--- src/inc/tpps_pkg.sv ---
/*
 * Shared constants, types and helpers for the test and probe pin sharing
 * block. Assumes a single core clock; every pin signal is synchronised
 * in the top module before use.
 */
package tpps_pkg;
   // Synchroniser vector layout
   localparam int SY_W = 11;
   localparam int SY_TMS = 0;
   localparam int SY_PIN = 1;
   localparam int SY_RCB = 6;
   localparam int SY_RCA = 7;
   localparam int SY_HCK = 8;
   localparam int SY_DED = 9;
   localparam int SY_FUSE = 10;
   // Synchroniser reset value: TMS idles high so reset cannot fake a claim
   localparam logic [SY_W-1:0] SY_IDLE = SY_W'(1) << SY_TMS;
   // Shared pin indices
   localparam int PIN_N = 5;
   localparam int P_TCK = 0;
   localparam int P_TDI = 1;
   localparam int P_TDO = 2;
   localparam int P_PRA = 3;
   localparam int P_PRB = 4;
   localparam int TLR_HOLD = 5;
   localparam int IR_W = 2;
   localparam logic [IR_W-1:0] IR_SAMPLE = 2'h0;
   localparam logic [IR_W-1:0] IR_CAPT = 2'h1;
   localparam logic [IR_W-1:0] IR_PROBE = 2'h2;
   localparam logic [IR_W-1:0] IR_BYP = 2'h3;
   localparam int IO_MW = 3;
   typedef logic [IO_MW-1:0] tpps_mode_t;
   localparam tpps_mode_t IO_UNUSED = 3'h0;
   localparam tpps_mode_t IO_IN = 3'h1;
   localparam tpps_mode_t IO_OUT = 3'h2;
   localparam tpps_mode_t IO_TRI = 3'h3;
   localparam tpps_mode_t IO_BIDIR = 3'h4;
   localparam logic [1:0] CK_HW = 2'h0;
   localparam logic [1:0] CK_RA = 2'h1;
   localparam logic [1:0] CK_RB = 2'h2;

   typedef enum logic [15:0] {
      S_TLR = 16'h0001, S_RTI = 16'h0002, S_SELDR = 16'h0004,
      S_CAPDR = 16'h0008, S_SHDR = 16'h0010, S_EX1DR = 16'h0020,
      S_PSDR = 16'h0040, S_EX2DR = 16'h0080, S_UPDR = 16'h0100,
      S_SELIR = 16'h0200, S_CAPIR = 16'h0400, S_SHIR = 16'h0800,
      S_EX1IR = 16'h1000, S_PSIR = 16'h2000, S_EX2IR = 16'h4000,
      S_UPIR = 16'h8000
   } tpps_tap_e;

   function automatic tpps_tap_e tap_next(tpps_tap_e st, logic tms);
      case (st)
         S_TLR: tap_next = tms ? S_TLR : S_RTI;
         S_RTI: tap_next = tms ? S_SELDR : S_RTI;
         S_SELDR: tap_next = tms ? S_SELIR : S_CAPDR;
         S_CAPDR: tap_next = tms ? S_EX1DR : S_SHDR;
         S_SHDR: tap_next = tms ? S_EX1DR : S_SHDR;
         S_EX1DR: tap_next = tms ? S_UPDR : S_PSDR;
         S_PSDR: tap_next = tms ? S_EX2DR : S_PSDR;
         S_EX2DR: tap_next = tms ? S_UPDR : S_SHDR;
         S_UPDR: tap_next = tms ? S_SELDR : S_RTI;
         S_SELIR: tap_next = tms ? S_TLR : S_CAPIR;
         S_CAPIR: tap_next = tms ? S_EX1IR : S_SHIR;
         S_SHIR: tap_next = tms ? S_EX1IR : S_SHIR;
         S_EX1IR: tap_next = tms ? S_UPIR : S_PSIR;
         S_PSIR: tap_next = tms ? S_EX2IR : S_PSIR;
         S_EX2IR: tap_next = tms ? S_UPIR : S_SHIR;
         S_UPIR: tap_next = tms ? S_SELDR : S_RTI;
         default: tap_next = S_TLR;
      endcase
   endfunction

   // Output enable, active low, of a user pin in a given mode
   function automatic logic io_oe_n(tpps_mode_t md, logic oe);
      case (md)
         IO_OUT: io_oe_n = 1'b0;
         IO_TRI, IO_BIDIR: io_oe_n = ~oe;
         default: io_oe_n = 1'b1;
      endcase
   endfunction

   function automatic logic io_rd(tpps_mode_t md);
      io_rd = (md == IO_IN) || (md == IO_BIDIR);
   endfunction
endpackage

--- src/core/tpps_top.sv ---
/*
 * Shared test and probe pin controller: test port FSM, pin hand-over,
 * two probe pins, user pin modes and a small register_cell bank.
 * Assumes pins and foreign clocks are asynchronous to core_clk and that
 * TCK is slow enough to be sampled (at least 4 core clocks per phase).
 */
module tpps_top
   import tpps_pkg::*;
#(
   parameter int NODE_N = 16,
   parameter int CELL_N = 8
) (
   input wire logic core_clk,
   input wire logic reset_n,
   input wire logic tms_in,
   input wire logic tck_in,
   output logic tck_out,
   output logic tck_oe_n,
   input wire logic tdi_in,
   output logic tdi_out,
   output logic tdi_oe_n,
   input wire logic tdo_in,
   output logic tdo_out,
   output logic tdo_oe_n,
   input wire logic probe_out_a_in,
   output logic probe_out_a_out,
   output logic probe_out_a_oe_n,
   input wire logic probe_out_b_in,
   output logic probe_out_b_out,
   output logic probe_out_b_oe_n,
   input wire logic dedicated_mode,
   input wire logic probe_fuse,
   input wire logic [1:0] probe_user,
   input wire logic [PIN_N*IO_MW-1:0] usr_mode,
   input wire logic [PIN_N-1:0] usr_out,
   input wire logic [PIN_N-1:0] usr_oe,
   output logic [PIN_N-1:0] usr_in,
   input wire logic [NODE_N-1:0] node_in,
   input wire logic hardwired_array_clock,
   input wire logic routed_clock_a,
   input wire logic routed_clock_b,
   input wire logic [1:0] cell_clk_sel,
   input wire logic [CELL_N-1:0] cell_d,
   output logic [CELL_N-1:0] cell_q
);
   localparam int SEL_W = $clog2(NODE_N);
   localparam int DR_W = 2 * SEL_W;

   ////////////////////////////////////////////////////////////////////////
   // Two-stage synchronisers; edges come from stage two only
   logic [SY_W-1:0] raw, sy1_q, sy2_q;
   logic tck_p_q, hck_p_q, rca_p_q, rcb_p_q;
   logic [PIN_N-1:0] pin_s;
   logic tms_s, tdi_s, ded_s, fuse_s;
   logic tck_r, tck_f, hck_r, rca_r, rcb_r;

   assign raw = {probe_fuse, dedicated_mode, hardwired_array_clock,
                 routed_clock_a, routed_clock_b, probe_out_b_in,
                 probe_out_a_in, tdo_in, tdi_in, tck_in, tms_in};
   assign pin_s = sy2_q[SY_PIN +: PIN_N];
   assign tms_s = sy2_q[SY_TMS];
   assign tdi_s = pin_s[P_TDI];
   assign ded_s = sy2_q[SY_DED];
   assign fuse_s = sy2_q[SY_FUSE];
   assign tck_r = pin_s[P_TCK] & ~tck_p_q;
   assign tck_f = ~pin_s[P_TCK] & tck_p_q;
   assign hck_r = sy2_q[SY_HCK] & ~hck_p_q;
   assign rca_r = sy2_q[SY_RCA] & ~rca_p_q;
   assign rcb_r = sy2_q[SY_RCB] & ~rcb_p_q;

   always_ff @(posedge core_clk) begin
      if (!reset_n) begin
         sy1_q <= SY_IDLE;
         sy2_q <= SY_IDLE;
         tck_p_q <= 1'b0;
         hck_p_q <= 1'b0;
         rca_p_q <= 1'b0;
         rcb_p_q <= 1'b0;
      end else begin
         sy1_q <= raw;
         sy2_q <= sy1_q;
         tck_p_q <= pin_s[P_TCK];
         hck_p_q <= sy2_q[SY_HCK];
         rca_p_q <= sy2_q[SY_RCA];
         rcb_p_q <= sy2_q[SY_RCB];
      end
   end

   ////////////////////////////////////////////////////////////////////////
   // Test port FSM, instruction and data paths, pin ownership
   tpps_tap_e tap_q, tap_d;
   logic [IR_W-1:0] ir_q, ir_d, irs_q, irs_d;
   logic [DR_W-1:0] dr_q, dr_d;
   logic [SEL_W-1:0] sa_q, sa_d, sb_q, sb_d;
   logic bp_q, bp_d, tdo_q, tdo_d, act_q, act_d, lock_q, lock_d;

   always_comb begin
      tap_d = tap_q;
      ir_d = ir_q;
      irs_d = irs_q;
      dr_d = dr_q;
      bp_d = bp_q;
      sa_d = sa_q;
      sb_d = sb_q;
      tdo_d = tdo_q;
      // Sticky until reset; the fuse input itself may return low
      lock_d = lock_q | fuse_s;
      if (act_q && tck_r) begin
         tap_d = tap_next(tap_q, tms_s);
         case (tap_q)
            S_TLR: ir_d = IR_BYP;
            S_CAPIR: irs_d = IR_CAPT;
            S_SHIR: irs_d = {tdi_s, irs_q[IR_W-1:1]};
            S_UPIR: ir_d = irs_q;
            S_CAPDR: begin
               bp_d = 1'b0;
               dr_d = (ir_q == IR_PROBE) ? {sb_q, sa_q} : DR_W'(pin_s);
            end
            S_SHDR: begin
               bp_d = tdi_s;
               dr_d = {tdi_s, dr_q[DR_W-1:1]};
            end
            S_UPDR: begin
               if (ir_q == IR_PROBE) begin
                  sa_d = dr_q[SEL_W-1:0];
                  sb_d = dr_q[DR_W-1:SEL_W];
               end
            end
            default: ;
         endcase
      end
      // TDO changes on the falling TCK edge so the tester samples it stable
      if (act_q && tck_f) begin
         if (tap_q == S_SHIR) begin
            tdo_d = irs_q[0];
         end else if (tap_q == S_SHDR) begin
            tdo_d = (ir_q == IR_BYP) ? bp_q : dr_q[0];
         end
      end
      if (ded_s) begin
         act_d = 1'b1;
      end else if (act_q) begin
         act_d = !(tap_d == S_TLR && tap_q != S_TLR);
      end else begin
         act_d = !tms_s;
      end
   end

   always_ff @(posedge core_clk) begin
      if (!reset_n) begin
         tap_q <= S_TLR;
         ir_q <= IR_BYP;
         irs_q <= '0;
         dr_q <= '0;
         bp_q <= 1'b0;
         sa_q <= '0;
         sb_q <= '0;
         tdo_q <= 1'b0;
         act_q <= 1'b0;
         lock_q <= 1'b0;
      end else begin
         tap_q <= tap_d;
         ir_q <= ir_d;
         irs_q <= irs_d;
         dr_q <= dr_d;
         bp_q <= bp_d;
         sa_q <= sa_d;
         sb_q <= sb_d;
         tdo_q <= tdo_d;
         act_q <= act_d;
         lock_q <= lock_d;
      end
   end

   ////////////////////////////////////////////////////////////////////////
   // Pin drivers
   logic [PIN_N-1:0] out_q, out_d, oen_q, oen_d, uin_q, uin_d;

   always_comb begin
      tpps_mode_t md;
      md = IO_UNUSED;
      for (int i = 0; i < PIN_N; i++) begin
         md = usr_mode[i*IO_MW +: IO_MW];
         out_d[i] = usr_out[i];
         oen_d[i] = io_oe_n(md, usr_oe[i]);
         uin_d[i] = io_rd(md) & pin_s[i];
      end
      if (act_q) begin
         oen_d[P_TCK] = 1'b1;
         oen_d[P_TDI] = 1'b1;
         out_d[P_TDO] = tdo_q;
         oen_d[P_TDO] = 1'b0;
         uin_d[P_TDO:P_TCK] = '0;
      end
      // A locked probe pin floats while not in user use and never shows the node value
      if (!probe_user[0]) begin
         out_d[P_PRA] = node_in[sa_q] & ~lock_q;
         oen_d[P_PRA] = lock_q;
         uin_d[P_PRA] = 1'b0;
      end
      if (!probe_user[1]) begin
         out_d[P_PRB] = node_in[sb_q] & ~lock_q;
         oen_d[P_PRB] = lock_q;
         uin_d[P_PRB] = 1'b0;
      end
   end

   always_ff @(posedge core_clk) begin
      if (!reset_n) begin
         out_q <= '0;
         oen_q <= '1;
         uin_q <= '0;
      end else begin
         out_q <= out_d;
         oen_q <= oen_d;
         uin_q <= uin_d;
      end
   end

   assign tck_out = out_q[P_TCK];
   assign tck_oe_n = oen_q[P_TCK];
   assign tdi_out = out_q[P_TDI];
   assign tdi_oe_n = oen_q[P_TDI];
   assign tdo_out = out_q[P_TDO];
   assign tdo_oe_n = oen_q[P_TDO];
   assign probe_out_a_out = out_q[P_PRA];
   assign probe_out_a_oe_n = oen_q[P_PRA];
   assign probe_out_b_out = out_q[P_PRB];
   assign probe_out_b_oe_n = oen_q[P_PRB];
   assign usr_in = uin_q;

   ////////////////////////////////////////////////////////////////////////
   // register_cell bank; routed clocks cost one distribution stage
   logic rdist_q, rdist_d;
   logic [CELL_N-1:0] cq_q, cq_d;

   always_comb begin
      rdist_d = (cell_clk_sel == CK_RA && rca_r) ||
                (cell_clk_sel == CK_RB && rcb_r);
      cq_d = cq_q;
      if ((cell_clk_sel == CK_HW && hck_r) || rdist_q) begin
         cq_d = cell_d;
      end
   end

   always_ff @(posedge core_clk) begin
      if (!reset_n) begin
         rdist_q <= 1'b0;
         cq_q <= '0;
      end else begin
         rdist_q <= rdist_d;
         cq_q <= cq_d;
      end
   end

   assign cell_q = cq_q;

   ////////////////////////////////////////////////////////////////////////
   // Checks
   logic [2:0] hi_cnt_q;

   always_ff @(posedge core_clk) begin
      if (!reset_n || !act_q) begin
         hi_cnt_q <= '0;
      end else if (tck_r) begin
         if (!tms_s) begin
            hi_cnt_q <= '0;
         end else if (hi_cnt_q != 3'(TLR_HOLD)) begin
            hi_cnt_q <= hi_cnt_q + 3'h1;
         end
      end
   end

   property p_take;
      @(posedge core_clk) disable iff (!reset_n)
      !act_q && !ded_s && !tms_s |=> act_q ##1 tck_oe_n && !tdo_oe_n;
   endproperty
   a_take: assert property (p_take)
      else $error("low TMS did not claim the scan pins");

   property p_hold;
      @(posedge core_clk) disable iff (!reset_n)
      act_q && !(tap_d == S_TLR && tap_q != S_TLR) |=> act_q;
   endproperty
   a_hold: assert property (p_hold)
      else $error("scan pins released outside logic reset");

   property p_five;
      @(posedge core_clk) disable iff (!reset_n)
      hi_cnt_q == 3'(TLR_HOLD) |-> tap_q == S_TLR;
   endproperty
   a_five: assert property (p_five)
      else $error("five TMS-high clocks did not reach logic reset");

   property p_release;
      @(posedge core_clk) disable iff (!reset_n)
      $rose(tap_q == S_TLR) && !ded_s |-> !act_q ##1 tdo_oe_n ==
         $past(io_oe_n(usr_mode[P_TDO*IO_MW +: IO_MW], usr_oe[P_TDO]));
   endproperty
   a_release: assert property (p_release)
      else $error("scan pins not returned to user I/O");

   property p_ded;
      @(posedge core_clk) disable iff (!reset_n)
      ded_s |=> act_q;
   endproperty
   a_ded: assert property (p_ded)
      else $error("dedicated mode lost the test port");

   property p_sel;
      @(posedge core_clk) disable iff (!reset_n)
      act_q && tck_r && tap_q == S_UPDR && ir_q == IR_PROBE
         |=> sa_q == $past(dr_q[SEL_W-1:0]);
   endproperty
   a_sel: assert property (p_sel)
      else $error("probe selection not loaded from scan data");

   property p_tdo;
      @(posedge core_clk) disable iff (!reset_n)
      act_q |=> !tdo_oe_n && tdo_out == $past(tdo_q);
   endproperty
   a_tdo: assert property (p_tdo)
      else $error("TDO not driven in test use");

   property p_pra;
      @(posedge core_clk) disable iff (!reset_n)
      !probe_user[0] && !lock_q
         |=> !probe_out_a_oe_n && probe_out_a_out == $past(node_in[sa_q]);
   endproperty
   a_pra: assert property (p_pra)
      else $error("probe A does not show the selected node");

   property p_prb;
      @(posedge core_clk) disable iff (!reset_n)
      !probe_user[1] && !lock_q
         |=> !probe_out_b_oe_n && probe_out_b_out == $past(node_in[sb_q]);
   endproperty
   a_prb: assert property (p_prb)
      else $error("probe B does not show the selected node");

   property p_puser;
      @(posedge core_clk) disable iff (!reset_n)
      probe_user[1] && usr_mode[P_PRB*IO_MW +: IO_MW] == IO_OUT
         |=> !probe_out_b_oe_n && probe_out_b_out == $past(usr_out[P_PRB]);
   endproperty
   a_puser: assert property (p_puser)
      else $error("probe B not usable as user output");

   property p_lock;
      @(posedge core_clk) disable iff (!reset_n)
      lock_q |=> lock_q && (probe_user[0] || probe_out_a_oe_n);
   endproperty
   a_lock: assert property (p_lock)
      else $error("probe disable did not hold");

   property p_hclk;
      @(posedge core_clk) disable iff (!reset_n)
      hck_r && cell_clk_sel == CK_HW |=> cell_q == $past(cell_d);
   endproperty
   a_hclk: assert property (p_hclk)
      else $error("hardwired clock did not load the cells");

   property p_rclk;
      @(posedge core_clk) disable iff (!reset_n)
      rca_r && cell_clk_sel == CK_RA |=> ##1 cell_q == $past(cell_d);
   endproperty
   a_rclk: assert property (p_rclk)
      else $error("routed clock did not load the cells after one stage");

   property p_unused;
      @(posedge core_clk) disable iff (!reset_n)
      !act_q && usr_mode[P_TCK*IO_MW +: IO_MW] == IO_UNUSED |=> tck_oe_n;
   endproperty
   a_unused: assert property (p_unused)
      else $error("unused pin is driven");

   property p_fsm;
      @(posedge core_clk) disable iff (!reset_n)
      act_q && tck_r && tap_q == S_TLR && !tms_s |=> tap_q == S_RTI;
   endproperty
   a_fsm: assert property (p_fsm)
      else $error("test FSM left logic reset wrongly");
endmodule

--- config.mk ---
export PLATFORM = sky130hd
export DESIGN_NAME = tpps_top
export DESIGN_NICKNAME = d
export VERILOG_FILES = /design/src/inc/tpps_pkg.sv /design/src/core/tpps_top.sv
export SDC_FILE = /design/constraint.sdc
export NUM_CORES = 1
export LEC_CHECK = 0
export BUFFER_PORTS_ARGS = -buffer_cell sky130_fd_sc_hd__buf_2
export CORE_ASPECT_RATIO = 2
export CORE_MARGIN = 1.5
export CORE_UTILIZATION = 57
export CTS_BUF_LIST = sky130_fd_sc_hd__clkbuf_4 sky130_fd_sc_hd__clkbuf_8 sky130_fd_sc_hd__clkbuf_16
export CTS_CLUSTER_DIAMETER = 150
export DETAILED_ROUTE_END_ITERATION = 12
export PLACE_DENSITY_LB_ADDON = 0.1
export SLEW_MARGIN = 40
export SYNTH_ARGS = -nofsm -noshare
export SYNTH_HDL_FRONTEND = slang
export SYNTH_SLANG_ARGS = --single-unit
--- constraint.sdc ---
create_clock -name core_clk -period 4.7 [get_ports core_clk]
set_clock_uncertainty 0.15 [all_clocks]
set_input_delay 0.235 -clock core_clk [delete_from_list [all_inputs] [get_ports core_clk]]
set_output_delay 0.235 -clock core_clk [all_outputs]
set_load 0.02 [all_outputs]
# == Yosys cells after proc, flatten, opt, wreduce, memory -nomap -nowiden ==
# Index checks and enable logic that the tools add are counted.
# word_totals
reg_bits,90
out_inout_bits,23
in_bits,66
# classes
bitwise_logic,25
reduce_logical,36
eq_ne,42
muxes,39
n_lt_le_gt_ge,2
# op_table
op,n
16-bit case mux with 12 select lines,1
16-bit two-way mux,3
"16-bit by 1-bit == test with 1-bit output, second input constant",2
"3-bit by 2-bit == test with 1-bit output, second input constant",10
9-bit two-way mux,2
"16-bit by 10-bit == test with 1-bit output, second input constant",1
"16-bit by 11-bit == test with 1-bit output, second input constant",1
"16-bit by 12-bit == test with 1-bit output, second input constant",1
"16-bit by 13-bit == test with 1-bit output, second input constant",1
"16-bit by 14-bit == test with 1-bit output, second input constant",1
"16-bit by 15-bit == test with 1-bit output, second input constant",1
"16-bit == test, second input constant",1
"16-bit by 2-bit == test with 1-bit output, second input constant",1
"16-bit by 3-bit == test with 1-bit output, second input constant",1
"16-bit by 4-bit == test with 1-bit output, second input constant",1
"16-bit by 5-bit == test with 1-bit output, second input constant",1
"16-bit by 6-bit == test with 1-bit output, second input constant",1
"16-bit by 7-bit == test with 1-bit output, second input constant",1
"16-bit by 8-bit == test with 1-bit output, second input constant",1
"16-bit by 9-bit == test with 1-bit output, second input constant",1
8-bit two-way mux,2
"16-bit by 1-bit inequality test with 1-bit output, second input constant",1
8-bit case mux with 2 select lines,1
2-bit OR reduction,8
27 further kinds,99

# == Longest topological paths before layout ==
# logic_depth
word_depth,9
ltp_mapped,9
depth_no_buf,7

# == Least setup slack after synthesis ==
# OpenSTA, ideal clock, no wires.
# synth_timing
kind,reg2reg
start,reg tap_q[12]
end,reg dr_q[5]
path_stages_with_launch,10
slack_ps,2522
period_less_slack_ps,2178
setup_ps,116
t_arrival_ps,1912
path_cell_list,dfxtp_1 buf_2 nor4_4 nand2_2 or3_1 clkbuf_1 buf_2 nand3_1 nand3_1 o211a_1
# synth_between
elab_chain_len,3
elab_cells_between_ends,5
# synth_rtl
item,line,text
from (decl),tpps_top.sv:91,"tpps_tap_e tap_q, tap_d;"
from (signal assigned),tpps_top.sv:162,tap_q <= tap_d;
16-bit by 5-bit == test with 1-bit output or 16-bit by 4-bit == test with 1-bit output (tied branches),tpps_top.sv:110,case (tap_q)
2-bit nonzero test (no source line),-,
2-bit AND reduction (no source line),-,
to (signal assigned),tpps_top.sv:165,dr_q <= dr_d;
to (decl),tpps_top.sv:93,"logic [DR_W-1:0] dr_q, dr_d;"
# Parallel ways exist; a longest one is shown, timed or not.
# A chain may end at the register's enable or synchronous reset.

# == Worst setup path after layout ==
# layout_timing
start,reg act_q
end,reg sb_q[2]
# layout_between
elab_chain_len,2
# layout_rtl
item,line,text
from (decl),tpps_top.sv:95,"logic bp_q, bp_d, tdo_q, tdo_d, act_q, act_d, lock_q, lock_d;"
from (signal assigned),tpps_top.sv:170,act_q <= act_d;
1-bit logical AND,tpps_top.sv:108,if (act_q && tck_r) begin
3-bit AND reduction (no source line),-,
to (signal assigned),tpps_top.sv:157,sb_q <= '0;
to (signal assigned),tpps_top.sv:168,sb_q <= sb_d;
to (decl),tpps_top.sv:94,"logic [SEL_W-1:0] sa_q, sa_d, sb_q, sb_d;"
# Every way passes these cells.

==> results.py <==
metrics = {
    "outcome": {
        "status": "finished, violations left",
        "violations": "negative hold slack",
    },
    "synthesis": {
        "avgSynthCellArea_sq_um": 9.58,
        "synth_seq_cells": 90,
        "synth_edf_count": 0,
        "ys_warn_count": 0,
        "synth_seq_area_share": 0.420,
        "syn_inst": 448,
        "ys_top_cells_by_area": "dfxtp_1 42%, mux4_2 5.2%, and2_1 4.8%",
        "netlist_area_sq_um": 4290,
        "synth_cell_types": 57,
        "synth_flop_cell": "dfxtp_1",
        "synthesis.nets": 514,
        "synth.largest_area_cell": "dfxtp_1",
        "yosysTopAreaCellShare": 0.420,
        "async_reset_ff_frac": 0,
    },
    "final_layout": {
        "final_cell_mix": "90 x dfxtp_1, 88 x buf_2, 41 x nand2_1, 33 x and2_1, 31 x nor2b_1",
        "fill_cells": 566,
        "antenna-diode-count": 0,
        "fin_nets": 608,
        "final_common_cell": "dfxtp_1",
        "area_growth_pct": 22.2,
        "drive_above_1_share": 0.250,
        "utilization": 0.721,
    },
    "clock_network": {
        "cts.sinks": 90,
        "cts_tree": "done",
        "h-tree-depth": 3,
        "insertion_delay_ns": 0.35,
        "cts_buffer_depth": 2,
        "cts_made_buffers": 9,
        "clk_pin_slew_ns": 0.07,
        "post_cts_buffers": 0,
        "cts_root_buffer": "clkbuf_16",
        "cts-resized-gates": 0,
    },
    "routing": {
        "initialDrtViolationCount": 221,
        "via_per_inst": 5.77,
        "wl_microns": 11200,
        "via_count": 3689,
        "post-route-drc-count": 0,
        "wl_per_cell_microns": 17.5,
        "first_pass_iters": 4,
        "postRouteAntennaNets": 0,
    },
    "placement": {
        "place.gp.congestion": 1.01,
        "io_buffers": 88,
        "hpwlAfterDp_microns": 7930,
    },
    "floorplan": {
        "design.core.area_sq_um": 7270,
        "io_pins": 89,
        "die_height_microns": 126,
        "start_util": 0.590,
        "fp.dieW_microns": 64.3,
        "num_rows": 44,
        "die-area_sq_um": 8090,
    },
    "sta": {
        "hold_viol": 1,
        "maxSlewHeadroom": 0.437,
        "max_freq_mhz": 364,
        "finalCritPeriodShare": 0.584,
        "fin_tns_setup_ns": 0,
        "slew_viol_final": 0,
        "fin_crit_ns": 2.75,
        "rsz0062_at_grt": "false",
        "tightest_slew_ns": 0.841,
        "holdWs_ns": -0.00314,
        "setup_viol": 0,
    },
    "power_and_ir_drop": {
        "power_density_nw_per_um2": 309,
        "ir_worst_vdd_uv": 218,
        "leakagePower_nw": 2.15,
        "total_power_mw": 1.62,
    },
    "critical_path": {
        "r2r_slack_ns": 1.95,
        "cp-end-kind": "flop",
        "startpoint": "act_q",
        "critical_path_class": "flop to flop",
        "path_cells": "nand3b_1 > buf_4 > nor4_4 > mux2i_1 > nor2b_1",
        "worst_path_largest_cell_delay_ns": 0.69,
        "r2r-start": "act_q",
        "cp_top_family": "simple AND/OR/NAND/NOR gates",
        "cp.arrival_ns": 2.83,
        "worstPathMaxFanout": 18,
        "worstPathRequired_ns": 4.78,
        "critPathLaunchType": "flop",
        "path_buf_inv": 1,
        "cp_slowest_cell": "nor4_4",
    },
    "global_routing": {
        "grt_max_degree": 46,
        "grtUsageTotal": 0.289,
        "overflow": 0,
        "grt_pass1_wl_microns": 17900,
        "antenna_found_initial": 0,
        "grt_pass1_vias": 3791,
    },
    "job": {
        "maxCapViolations": 0,
    },
    "min_path": {
        "min_path_type": "input port to flop",
        "min-delay-start": "cell_d[2]",
    },
}
[layer usage]
| metal | vias up | wire (microns) | GRT usage |
|---|---|---|---|
| li1 | 1788 | - | - |
| met1 | 1726 | 3780 | 0.264 |
| met2 | 130 | 6280 | 0.555 |
| met3 | 45 | 439 | 0.0509 |
| met4 | 0 | 687 | 0.186 |
| met5 | - | 0 | 0 |
[sequential cells by signal, summed over array words and instances, names as in the netlist, 2 cells and up]
register and flops:
tap_q 16, sy1_q 11, sy2_q 11, cell_q 8
dr_q 8, oen_q 5, out_q 5, usr_in 5
sa_q 4, sb_q 4, ir_q 2, irs_q 2
[what timing repair did]
action / in CTS / in global routing
hold buffers: 22 / 0
endpoints found under the hold margin: 23 / 0
endpoints found under the setup margin: 0 / 0
[path summary, 6_finish.rpt]
kind	to	cells past startpoint
worst max-delay path	sb_q[2]	5
worst min-delay path	cell_q[2]	3
worst max register to register	sb_q[2]	5
worst min register to register	sy2_q[0]	1
[synthesized netlist by cell type, types with 6 or more instances]
| cell type | n |
|---|---|
| clkbuf_1 | 19 |
| a22oi_1 | 7 |
| dfxtp_1 | 90 |
| mux4_2 | 10 |
| buf_2 | 6 |
| o21ai_0 | 10 |
| and2_1 | 33 |
| nand2b_1 | 6 |
| mux2i_1 | 19 |
| nand3b_1 | 7 |
| nor3_1 | 8 |
| xnor2_1 | 10 |
| a21oi_1 | 14 |
| nor2_1 | 22 |
| nor4b_1 | 7 |
| nor2b_1 | 31 |
| nand3_1 | 16 |
| nand2_1 | 41 |
| o211ai_1 | 6 |
[layout make-up]
cell class              instances  area (sq um)  area share
flip-flops and latches         90          1800       0.344
clock inverters                 7          66.3      0.0127
multi-input cells             325          2340       0.446
well taps                      92           115      0.0220
inverters                       3          11.3     0.00215
clock buffers                   9           225      0.0430
repair buffers                113           683       0.130
[worst reg2reg max path: stages (launching register included)]
cell and delay, ns:
dfxtp_1 0.48, nand3b_1 0.50, buf_4 0.42, nor4_4 0.70
mux2i_1 0.31, nor2b_1 0.08
[through the flow]
step	std cells	area, sq um	worst slack [ns]	hold slack, ns
4_1_cts	639	5240	1.96	0.00623
3_5_place_dp	601	4730	1.98	0.260
3_3_place_gp	601	4730	2.05	0.260
5_1_grt	639	5240	1.75	0.0186
2_1_floorplan	448	4290	2.52	0.161
6_report	639	5240	1.95	-0.00314
[where the power goes]
part | switching, mW | total [mW] | internal, mW | leakage, nW
Sequential | 0.00994 | 0.791 | 0.781 | 0.733
Clock | 0.323 | 0.696 | 0.373 | 0.138
Combinational | 0.0606 | 0.132 | 0.0718 | 1.28
Total | 0.393 | 1.62 | 1.23 | 2.15
[cell families after synthesis]
kind of cell	count (synthesis)	share of synthesized area
compound gates	69	0.110
xor+xnor	11	0.0225
mux	32	0.105
buf+inv	33	0.0350
simple gates	213	0.308
flops	90	0.420
Note: power is estimated with default switching activity, not from simulation.
